`config.mk`:
```
export PLATFORM = sky130hd
export DESIGN_NAME = ieeg_irq_gate
export DESIGN_NICKNAME = d
export VERILOG_FILES = /design/src/inc/ieeg_pkg.sv /design/src/verilog/ieeg_edge_sense.sv /design/src/verilog/ieeg_irq_gate.sv
export SDC_FILE = /design/constraint.sdc
export NUM_CORES = 1
export LEC_CHECK = 0
export ABC_AREA = 1
export ABC_CLOCK_PERIOD_IN_PS = 1350
export BUFFER_PORTS_ARGS = -buffer_cell sky130_fd_sc_hd__buf_2
export CORE_ASPECT_RATIO = 1.1
export CORE_MARGIN = 10
export CORE_UTILIZATION = 45
export CTS_CLUSTER_DIAMETER = 200
export DETAILED_ROUTE_END_ITERATION = 16
export GPL_TIMING_DRIVEN = 0
export PLACE_DENSITY = 0.8
export SLEW_MARGIN = 20
export SYNTH_ARGS = -nofsm -noshare
export SYNTH_HDL_FRONTEND = slang
export SYNTH_HIERARCHICAL = 1
export SYNTH_SLANG_ARGS = --single-unit
```
`constraint.sdc`:
```
create_clock -name clk_i -period 1.35 [get_ports clk_i]
set_input_delay 0.2025 -clock clk_i [delete_from_list [all_inputs] [get_ports clk_i]]
set_output_delay 0.2025 -clock clk_i [all_outputs]
set_load 0.02 [all_outputs]
```
`src/inc/ieeg_pkg.sv`:
```
// Shared constants and carriers of the interrupt edge and enable gating.
package ieeg_pkg;

    // Register bus widths.
    localparam int ADDR_W = 16;
    localparam int DATA_W = 8;

    // Register addresses.
    localparam logic [15:0] ADDR_EDGE_SEL = 16'hFFF2;
    localparam logic [15:0] ADDR_EN_ONE = 16'hFFF3;
    localparam logic [15:0] ADDR_EN_TWO = 16'hFFF4;
    localparam logic [15:0] ADDR_EV_STATUS = 16'hFF80;
    localparam logic [15:0] ADDR_EV_MASK = 16'hFF81;

    // Edge select layout: bits 7 to 5 read as one, stored bits in 1 to 0.
    localparam int EDGE_PIN0 = 0;
    localparam int EDGE_PIN1 = 1;
    localparam logic [7:0] EDGE_SEL_FIXED = 8'hE0;
    localparam logic [1:0] EDGE_SEL_RST = 2'h0;

    // First enable register layout.
    localparam int EN1_TIMER_A = 7;
    localparam int EN1_SERIAL = 6;
    localparam int EN1_WAKEUP = 5;
    localparam logic [7:0] EN1_PIN_MASK = 8'h1F;

    // Second enable register layout.
    localparam int EN2_DIRECT = 7;
    localparam int EN2_CONV = 6;
    localparam int EN2_RSVD = 5;
    localparam int EN2_TIMER_G = 4;
    localparam int EN2_TIMER_FH = 3;
    localparam int EN2_TIMER_FL = 2;
    localparam int EN2_TIMER_C = 1;
    localparam int EN2_ASYNC = 0;
    localparam logic [7:0] ENABLE_RST = 8'h00;

    // Event status and mask layout.
    localparam int EV_W = 3;
    localparam int EV_PIN0 = 0;
    localparam int EV_PIN1 = 1;
    localparam int EV_TIMER_C = 2;
    localparam logic [2:0] EV_RST = 3'h0;

    // Idle level of the sensed pins after reset.
    localparam logic LEVEL_RST = 1'h1;

    // One register bus request.
    typedef struct packed {
        logic [15:0] addr;
        logic [7:0] wdata;
        logic wr;
        logic rd;
    } ieeg_bus_t;

    // Request flags from the sources, or gated requests toward the CPU.
    typedef struct packed {
        logic [7:0] wake;
        logic [7:0] one;
        logic [7:0] two;
    } ieeg_flags_t;

endpackage : ieeg_pkg

```
`src/verilog/ieeg_edge_sense.sv`:
```
`timescale 1ns/100ps
// Synchronises one pin and reports a settled edge of the chosen polarity.
module ieeg_edge_sense (
    // Clock and reset.
    input wire logic clk_i,
    input wire logic reset_i,
    // Pin and polarity.
    input wire logic pin_i,
    input wire logic rising_i,
    // Settled level and one-cycle edge pulse.
    output logic level_o,
    output logic edge_o
);

    logic sync1_r;
    logic sync2_r;
    logic sync3_r;
    logic level_r;
    logic edge_r;
    logic sync1_nxt;
    logic sync2_nxt;
    logic sync3_nxt;
    logic level_nxt;
    logic edge_nxt;

    // A change counts only once the second and third stages agree.
    always_comb begin
        sync1_nxt = pin_i;
        sync2_nxt = sync1_r;
        sync3_nxt = sync2_r;
        level_nxt = level_r;
        edge_nxt = 1'h0;
        if (sync2_r == sync3_r && sync2_r != level_r) begin
            level_nxt = sync2_r;
            edge_nxt = (sync2_r == rising_i);
        end
    end

    // Registers of the synchroniser and the edge pulse.
    always_ff @(posedge clk_i) begin
        if (reset_i) begin
            sync1_r <= ieeg_pkg::LEVEL_RST;
            sync2_r <= ieeg_pkg::LEVEL_RST;
            sync3_r <= ieeg_pkg::LEVEL_RST;
            level_r <= ieeg_pkg::LEVEL_RST;
            edge_r <= 1'h0;
        end else begin
            sync1_r <= sync1_nxt;
            sync2_r <= sync2_nxt;
            sync3_r <= sync3_nxt;
            level_r <= level_nxt;
            edge_r <= edge_nxt;
        end
    end

    assign level_o = level_r;
    assign edge_o = edge_r;

endmodule : ieeg_edge_sense

```
`src/verilog/ieeg_irq_gate.sv`:
```
// How it works
// RULE1: Edge bit 1 picks falling (0, reset) or rising edges on pin 1, timer C.
// RULE2: Edge bit 0 picks falling (0, reset) or rising edges on pin 0.
// RULE3: First enable register is 8-bit read/write, cleared at reset.
// RULE4: First enable bit 7 gates timer A overflow requests.
// RULE5: First enable bit 6 gates serial unit transfer-complete requests.
// RULE6: First enable bit 5 gates all eight wakeup pin requests together.
// RULE7: First enable bits 4 to 0 gate the external pin of same index.
// RULE8: Second enable register is 8-bit read/write, cleared at reset.
// RULE9: Second enable bit 7 gates direct transfer requests.
// RULE10: Second enable bit 6 gates conversion-end requests.
// RULE11: Second enable bit 5 is a plain stored bit, reset to zero.
// RULE12: Second enable bit 4 gates timer G capture and overflow requests.
// RULE13: Second enable bit 3 gates timer F high requests.
// RULE14: Second enable bit 2 gates timer F low requests.
// RULE15: Second enable bit 1 gates timer C overflow and underflow requests.
// RULE16: Second enable bit 0 gates asynchronous counter requests.
// RULE17: A request reaches the CPU only while flag and enable are both set.
`timescale 1ns/100ps
module ieeg_irq_gate (
    // Clock and reset.
    input wire logic clk_i,
    input wire logic reset_i,
    // Register bus.
    input wire ieeg_pkg::ieeg_bus_t bus_i,
    output logic [7:0] rdata_o,
    // Sensed pins.
    input wire logic ext_interrupt_pin_0_i,
    input wire logic ext_interrupt_pin_1_i,
    input wire logic timer_c_event_input_i,
    // Edge pulses toward the request flags.
    output logic pin0_edge_o,
    output logic pin1_edge_o,
    output logic timer_c_edge_o,
    // Request flags in, gated requests out.
    input wire ieeg_pkg::ieeg_flags_t flags_i,
    output ieeg_pkg::ieeg_flags_t req_o,
    // Event interrupt.
    output logic irq_o
);

    // True when the bus writes the given address in this cycle.
    function automatic logic bus_write(input ieeg_pkg::ieeg_bus_t b,
                                       input logic [15:0] a);
        bus_write = b.wr && (b.addr == a);
    endfunction : bus_write

    // True when the bus reads the given address in this cycle.
    function automatic logic bus_read(input ieeg_pkg::ieeg_bus_t b,
                                      input logic [15:0] a);
        bus_read = b.rd && (b.addr == a);
    endfunction : bus_read

    // Widens a three-bit event word to the read data width.
    function automatic logic [7:0] pad_event(input logic [2:0] v);
        pad_event = {5'h00, v};
    endfunction : pad_event

    // Register state and next values.
    logic [1:0] edge_sel_r;
    logic [1:0] edge_sel_nxt;
    logic [7:0] enable_reg_one_r;
    logic [7:0] enable_reg_one_nxt;
    logic [7:0] enable_reg_two_r;
    logic [7:0] enable_reg_two_nxt;
    logic [2:0] ev_mask_r;
    logic [2:0] ev_mask_nxt;
    logic [2:0] ev_status_r;
    logic [2:0] ev_status_nxt;
    logic [7:0] rdata_r;
    logic [7:0] rdata_nxt;
    ieeg_pkg::ieeg_flags_t req_r;
    ieeg_pkg::ieeg_flags_t req_nxt;
    logic irq_r;
    logic irq_nxt;
    logic pin0_edge_r;
    logic pin1_edge_r;
    logic timer_c_edge_r;

    // Raw edge pulses from the sensing cells.
    // Each lasts one cycle and is registered once more before the ports.
    logic pin0_edge;
    logic pin1_edge;
    logic timer_c_edge;
    logic [2:0] ev_hits;

    // Polarity bits, named for the pins they steer.
    logic pin0_edge_polarity;
    logic pin1_edge_polarity;

    // Fixed view of the edge select register as software reads it.
    logic [7:0] pin_edge_select_reg;

    assign pin0_edge_polarity = edge_sel_r[ieeg_pkg::EDGE_PIN0];
    assign pin1_edge_polarity = edge_sel_r[ieeg_pkg::EDGE_PIN1];
    assign pin_edge_select_reg = ieeg_pkg::EDGE_SEL_FIXED
                               | {6'h00, edge_sel_r};

    // Each pin passes three flip-flops, so a pulse shorter than two cycles
    // may be lost, and edges must lie at least two cycles apart.
    // Pin 0 follows edge select bit 0.
    // RULE2: pin zero polarity
    ieeg_edge_sense u_pin0 (
        .clk_i(clk_i),
        .reset_i(reset_i),
        .pin_i(ext_interrupt_pin_0_i),
        .rising_i(pin0_edge_polarity),
        .level_o(),
        .edge_o(pin0_edge)
    );

    // Pin 1 follows edge select bit 1.
    // RULE1: pin one polarity
    ieeg_edge_sense u_pin1 (
        .clk_i(clk_i),
        .reset_i(reset_i),
        .pin_i(ext_interrupt_pin_1_i),
        .rising_i(pin1_edge_polarity),
        .level_o(),
        .edge_o(pin1_edge)
    );

    // The timer C event input shares the polarity of pin 1.
    // RULE1: shared timer polarity
    ieeg_edge_sense u_timer_c (
        .clk_i(clk_i),
        .reset_i(reset_i),
        .pin_i(timer_c_event_input_i),
        .rising_i(pin1_edge_polarity),
        .level_o(),
        .edge_o(timer_c_edge)
    );

    // Collect the edge pulses in the event status layout.
    always_comb begin
        ev_hits = ieeg_pkg::EV_RST;
        ev_hits[ieeg_pkg::EV_PIN0] = pin0_edge;
        ev_hits[ieeg_pkg::EV_PIN1] = pin1_edge;
        ev_hits[ieeg_pkg::EV_TIMER_C] = timer_c_edge;
    end

    // Software writes of the edge select register; bits 7 to 5 are fixed.
    // Bits 4 to 2 are not stored here and always read as zero.
    always_comb begin
        edge_sel_nxt = edge_sel_r;
        if (bus_write(bus_i, ieeg_pkg::ADDR_EDGE_SEL)) begin
            edge_sel_nxt = bus_i.wdata[1:0];
        end
    end

    // Software writes of the first enable register.
    // Every bit is taken as written, since none of them is reserved.
    always_comb begin
        enable_reg_one_nxt = enable_reg_one_r;
        // RULE3: full width write
        if (bus_write(bus_i, ieeg_pkg::ADDR_EN_ONE)) begin
            enable_reg_one_nxt = bus_i.wdata;
        end
    end

    // Software writes of the second enable register, reserved bit kept.
    always_comb begin
        enable_reg_two_nxt = enable_reg_two_r;
        // RULE8: full width write
        // RULE11: reserved bit stored
        if (bus_write(bus_i, ieeg_pkg::ADDR_EN_TWO)) begin
            enable_reg_two_nxt = bus_i.wdata;
        end
    end

    // Software writes of the event mask.
    always_comb begin
        ev_mask_nxt = ev_mask_r;
        if (bus_write(bus_i, ieeg_pkg::ADDR_EV_MASK)) begin
            ev_mask_nxt = bus_i.wdata[2:0];
        end
    end

    // Registers that software writes, all cleared by reset.
    // All sources therefore start masked until software enables them.
    always_ff @(posedge clk_i) begin
        if (reset_i) begin
            edge_sel_r <= ieeg_pkg::EDGE_SEL_RST;
            // RULE3: cleared at reset
            enable_reg_one_r <= ieeg_pkg::ENABLE_RST;
            // RULE8: cleared at reset
            enable_reg_two_r <= ieeg_pkg::ENABLE_RST;
            ev_mask_r <= ieeg_pkg::EV_RST;
        end else begin
            edge_sel_r <= edge_sel_nxt;
            enable_reg_one_r <= enable_reg_one_nxt;
            enable_reg_two_r <= enable_reg_two_nxt;
            ev_mask_r <= ev_mask_nxt;
        end
    end

    // Sticky event bits; a read clears them, but a new edge wins.
    // Letting the edge win keeps an event that lands on the read strobe.
    always_comb begin
        ev_status_nxt = ev_status_r;
        if (bus_read(bus_i, ieeg_pkg::ADDR_EV_STATUS)) begin
            ev_status_nxt = ieeg_pkg::EV_RST;
        end
        ev_status_nxt = ev_status_nxt | ev_hits;
    end

    // Event status register.
    always_ff @(posedge clk_i) begin
        if (reset_i) begin
            ev_status_r <= ieeg_pkg::EV_RST;
        end else begin
            ev_status_r <= ev_status_nxt;
        end
    end

    // Read data stand for one cycle after the strobe, zero otherwise.
    // Software never waits, since every register answers in the next cycle.
    always_comb begin
        rdata_nxt = 8'h00;
        if (bus_i.rd) begin
            unique case (bus_i.addr)
                ieeg_pkg::ADDR_EDGE_SEL: begin
                    rdata_nxt = pin_edge_select_reg;
                end
                // RULE3: readable by software
                ieeg_pkg::ADDR_EN_ONE: begin
                    rdata_nxt = enable_reg_one_r;
                end
                // RULE8: readable by software
                ieeg_pkg::ADDR_EN_TWO: begin
                    rdata_nxt = enable_reg_two_r;
                end
                ieeg_pkg::ADDR_EV_STATUS: begin
                    rdata_nxt = pad_event(ev_status_r);
                end
                ieeg_pkg::ADDR_EV_MASK: begin
                    rdata_nxt = pad_event(ev_mask_r);
                end
                default: begin
                    rdata_nxt = 8'h00; // Unmapped addresses read as zero.
                end
            endcase
        end
    end

    // Read data register.
    always_ff @(posedge clk_i) begin
        if (reset_i) begin
            rdata_r <= 8'h00;
        end else begin
            rdata_r <= rdata_nxt;
        end
    end

    // Gate each request flag with its enable; flags are never altered.
    // Masking here loses no request, so setting an enable again presents
    // a flag that is still pending one cycle after the enable is stored.
    always_comb begin
        req_nxt = '0;
        // RULE17: flag and enable
        // RULE4: timer A gate
        req_nxt.one[ieeg_pkg::EN1_TIMER_A] =
            flags_i.one[ieeg_pkg::EN1_TIMER_A]
            & enable_reg_one_r[ieeg_pkg::EN1_TIMER_A];
        // RULE5: serial unit gate
        req_nxt.one[ieeg_pkg::EN1_SERIAL] =
            flags_i.one[ieeg_pkg::EN1_SERIAL]
            & enable_reg_one_r[ieeg_pkg::EN1_SERIAL];
        // RULE6: wakeup group gate
        req_nxt.one[ieeg_pkg::EN1_WAKEUP] =
            (|flags_i.wake) & enable_reg_one_r[ieeg_pkg::EN1_WAKEUP];
        req_nxt.wake = flags_i.wake
                     & {8{enable_reg_one_r[ieeg_pkg::EN1_WAKEUP]}};
        // RULE7: per pin gate
        req_nxt.one = req_nxt.one
                    | (flags_i.one & enable_reg_one_r
                       & ieeg_pkg::EN1_PIN_MASK);
        // RULE9: direct transfer gate
        req_nxt.two[ieeg_pkg::EN2_DIRECT] =
            flags_i.two[ieeg_pkg::EN2_DIRECT]
            & enable_reg_two_r[ieeg_pkg::EN2_DIRECT];
        // RULE10: conversion end gate
        req_nxt.two[ieeg_pkg::EN2_CONV] =
            flags_i.two[ieeg_pkg::EN2_CONV]
            & enable_reg_two_r[ieeg_pkg::EN2_CONV];
        // RULE11: reserved bit unused
        req_nxt.two[ieeg_pkg::EN2_RSVD] = 1'h0;
        // RULE12: timer G gate
        req_nxt.two[ieeg_pkg::EN2_TIMER_G] =
            flags_i.two[ieeg_pkg::EN2_TIMER_G]
            & enable_reg_two_r[ieeg_pkg::EN2_TIMER_G];
        // RULE13: timer F high
        req_nxt.two[ieeg_pkg::EN2_TIMER_FH] =
            flags_i.two[ieeg_pkg::EN2_TIMER_FH]
            & enable_reg_two_r[ieeg_pkg::EN2_TIMER_FH];
        // RULE14: timer F low
        req_nxt.two[ieeg_pkg::EN2_TIMER_FL] =
            flags_i.two[ieeg_pkg::EN2_TIMER_FL]
            & enable_reg_two_r[ieeg_pkg::EN2_TIMER_FL];
        // RULE15: timer C gate
        req_nxt.two[ieeg_pkg::EN2_TIMER_C] =
            flags_i.two[ieeg_pkg::EN2_TIMER_C]
            & enable_reg_two_r[ieeg_pkg::EN2_TIMER_C];
        // RULE16: asynchronous counter gate
        req_nxt.two[ieeg_pkg::EN2_ASYNC] =
            flags_i.two[ieeg_pkg::EN2_ASYNC]
            & enable_reg_two_r[ieeg_pkg::EN2_ASYNC];
    end

    // Interrupt level while any unmasked event bit is set.
    // The mask only hides bits from the interrupt; reads still show them.
    always_comb begin
        irq_nxt = |(ev_status_r & ev_mask_r);
    end

    // Output registers: gated requests, interrupt and edge pulses.
    // Registering every port costs one cycle on each request, but keeps
    // the ports free of glitches from the gating logic.
    always_ff @(posedge clk_i) begin
        if (reset_i) begin
            req_r <= '0;
            irq_r <= 1'h0;
            pin0_edge_r <= 1'h0;
            pin1_edge_r <= 1'h0;
            timer_c_edge_r <= 1'h0;
        end else begin
            req_r <= req_nxt;
            irq_r <= irq_nxt;
            pin0_edge_r <= pin0_edge;
            pin1_edge_r <= pin1_edge;
            timer_c_edge_r <= timer_c_edge;
        end
    end

    // Ports driven straight from flip-flops.
    assign rdata_o = rdata_r;
    assign req_o = req_r;
    assign irq_o = irq_r;
    assign pin0_edge_o = pin0_edge_r;
    assign pin1_edge_o = pin1_edge_r;
    assign timer_c_edge_o = timer_c_edge_r;

endmodule : ieeg_irq_gate

```
==> results.sh <==
export IMPL_worstMarginPinSlew_ps=543
export IMPL_slew_headroom_pct=63.8
export IMPL_nets=533
export IMPL_synth_top_area_share_pct=52.1
export IMPL_yosysSeqAreaShare_pct=52.1
export IMPL_dieArea_mm2=0.00991
export IMPL_vias=2609
export IMPL_routedWlPerCell_um=12.5
export IMPL_grt_pass1_wl_mm=10.9
export IMPL_clock_latency_ps=340
export IMPL_synth_top_family_by_area="simple AND/OR/NAND/NOR gates"
export IMPL_cts_root_buf="clkbuf_8"
export IMPL_cts_buffers=9
export IMPL_cts_htree_levels=3
export IMPL_placementRows=30
export IMPL_synth_simple_area_share_pct=35.6
export IMPL_power_density_mw_per_mm2=1120
export IMPL_seqPwrFrac_pct=54.9
export IMPL_fmax_ghz=0.834
export IMPL_hold_path_depth=2
export IMPL_p_leak_uw=0.00179
export IMPL_worstPathRequired_ps=1630
export IMPL_grt_pass1_vias=2443
export IMPL_viasPerCell=4.63
export IMPL_coreArea_mm2=0.00616
export IMPL_p_int_uw=3090
export IMPL_p_sw_share_pct=22.9
export IMPL_power_uw=4010
export IMPL_cp_arrival_ps=1480
export IMPL_numPortBuffers=87
export IMPL_die_h_um=103
export IMPL_stdcell_area_mm2=0.00357
export IMPL_yosys_area_top_type="dfxtp_1"
export IMPL_fin_util_pct=58.0
export IMPL_synth_fa_ha_area_share_pct=0
export IMPL_clock_skew_ps=6.00
export IMPL_holdBufCountCts=0
export IMPL_syn_nets=435
export IMPL_fillers=566
export IMPL_drive_gt1_share_pct=27.1
export IMPL_hold_viol=0
export IMPL_fin_crit_ps=1200
export IMPL_status="completed"
export IMPL_cts_repair_resized=0
export IMPL_worstRegToRegCells=3
export IMPL_antenna_found_initial=0
export IMPL_crit_type="in2reg"
export IMPL_synth_area_mm2=0.00285
export IMPL_cts_sinks=74
export IMPL_drt_iter0_markers=134
export IMPL_drtAntennaViolNets=0
export IMPL_synthCells=380
export IMPL_placed_area_mm2=0.00338
export IMPL_fin_crit_sh_pct=88.8
export IMPL_rr_endpoint="req_o[13]$_SDFF_PP0_"
export IMPL_setup_violations=0
export IMPL_rsz0062_at_grt="false"
export IMPL_clockBufferDepth=2
export IMPL_place_ws_ps=-154
export IMPL_overflow=0
export IMPL_switchingPower_uw=916
export IMPL_cts_tree="yes"
export IMPL_synth_compound_area_share_pct=5.32
export IMPL_vdd_drop_max_mv=0.663
export IMPL_avgSynthCellArea_um2=7.49
export IMPL_power_frac_comb_pct=5.2
export IMPL_cp_start_kind="input pin"
export IMPL_min_path_type="in2reg"
export IMPL_cp_max_fo=10
export IMPL_initial_utilization_pct=46.2
export IMPL_instances_no_fill=563
export IMPL_synth_mux_area_share_pct=0
export IMPL_ys_warn_count=6
export IMPL_post_route_drc_count=0
export IMPL_grtUsageTotal_pct=14.1
export IMPL_crit_path_end_kind="register"
export IMPL_synth_xor_area_share_pct=0
export IMPL_fin_ws_ps=151
export IMPL_synth_area_top_cells="dfxtp_1, nand2_1, nor2_1"
export IMPL_final_cell_mix="nand2_1, buf_2, nor2_1"
export IMPL_clock_power_share_pct=39.8
export IMPL_areaGrowthSynthToFinish_pct=25.5
export IMPL_hpwl_mm=5.47
export IMPL_grt_max_degree=13
export IMPL_post_place_cells=547
export IMPL_postCtsSetupRepairBufs=0
export IMPL_min_from="ext_interrupt_pin_1_i"
export IMPL_worstHoldEndpoint="u_pin1/sync1_r$_SDFF_PP1_"
export IMPL_finalWirelength_mm=7.02
export IMPL_r2r_slack_ps=520
export IMPL_drt_pass1_iterations=4
export IMPL_ys_types=27
export IMPL_pin_count=91
export IMPL_place_congestion=0.903
export IMPL_n_antenna_cell=0
export IMPL_ys_ff_latch=74
export IMPL_reg2reg_from="enable_reg_one_r[5]$_SDFFE_PP0P_"
export IMPL_path_clk_slew_ps=70
export IMPL_max_cap_viol_count=0
export IMPL_die_width_um=95.8
export IMPL_final_common_cell="nand2_1"
export IMPL_slew_viol_final=0
per-layer routing:
metal	up-vias	share of wire (%)	GRT usage [%]
met1	1166	38	14.3
met5	-	0	0
met3	9	8.9	6.14
met4	0	1.0	4.99
li1	1360	-	-
met2	74	52	25.3
worst max-delay path, cell delays in order:
cell and delay [ps]:
buf_2 150, clkbuf_1 180, inv_1 280, buf_1 380, o21ai_0 160, nor2_1 130
through the flow:
stage | hold WS (ps) | TNS [ps]
6_report | 39.1 | 0
4_1_cts | 23.7 | 0
3_5_place_dp | 387 | -2100
5_1_grt | 16.3 | 0
2_1_floorplan | 306 | 0
3_3_place_gp | 385 | -1530
worst max path at each step:
stage	startpoint	to	slack (ps)	cells after the start
2_1_floorplan	bus_i[19]	ev_mask_r[0]$_SDFFE_PP0P_	250	7
3_3_place_gp	reset_i	enable_reg_one_r[2]$_SDFFE_PP0P_	-140	6
3_5_place_dp	reset_i	enable_reg_one_r[1]$_SDFFE_PP0P_	-150	6
4_1_cts	reset_i	enable_reg_one_r[2]$_SDFFE_PP0P_	170	6
5_1_grt	reset_i	enable_reg_one_r[6]$_SDFFE_PP0P_	30	6
6_report	reset_i	enable_reg_one_r[2]$_SDFFE_PP0P_	150	6
cell type report:
type / instances / area, um^2 / area share, %
inverter: 39 / 164 / 4.59
buffer: 7 / 31.3 / 0.876
clock inverter: 4 / 25.0 / 0.701
timing repair buffer: 87 / 435 / 12.2
tap: 80 / 100 / 2.80
sequential: 74 / 1480 / 41.5
multi-input combinational: 260 / 1170 / 32.7
clock buffer: 12 / 165 / 4.63
sequential cells by signal (all words and copies together) (netlist names), 2 cells and up:
signal	cells
edge_sel_r	2
rdata_o	8
enable_reg_two_r	8
ev_mask_r	3
enable_reg_one_r	8
ev_status_r	3
req_o	23
Yosys cell counts:
cell type,instances
buf_4,1
nand2_2,4
nor2_8,2
o21ai_0,10
nand3_1,24
buf_1,1
clkinv_4,1
nor2_1,76
a21oi_1,10
or2_2,6
a31oi_1,1
buf_2,1
o21ai_1,9
nor4_1,1
clkinv_8,1
inv_1,34
nand3_4,1
nand2_4,2
nor2_4,1
nand2_1,106
conb_1,1
clkbuf_1,4
nor2_2,4
nor3_1,1
dfxtp_1,74
nand2_8,1
inv_2,3
cells by family after synthesis:
family	count (synthesis)
flip-flops	74
AND/OR/NAND/NOR	229
other	1
buffers and inverters	46
AO/OA/AOI/OAI	30
power groups by stage:
stage	combinational, uW	sequential, uW	clock, uW
finish	210	2200	1600
global route	235	2200	1740
CTS	210	2200	1630
detailed placement	209	2250	0
global placement	203	2250	0
floorplan	89.5	2250	0
No activity file was read; power rests on OpenSTA's default activity.
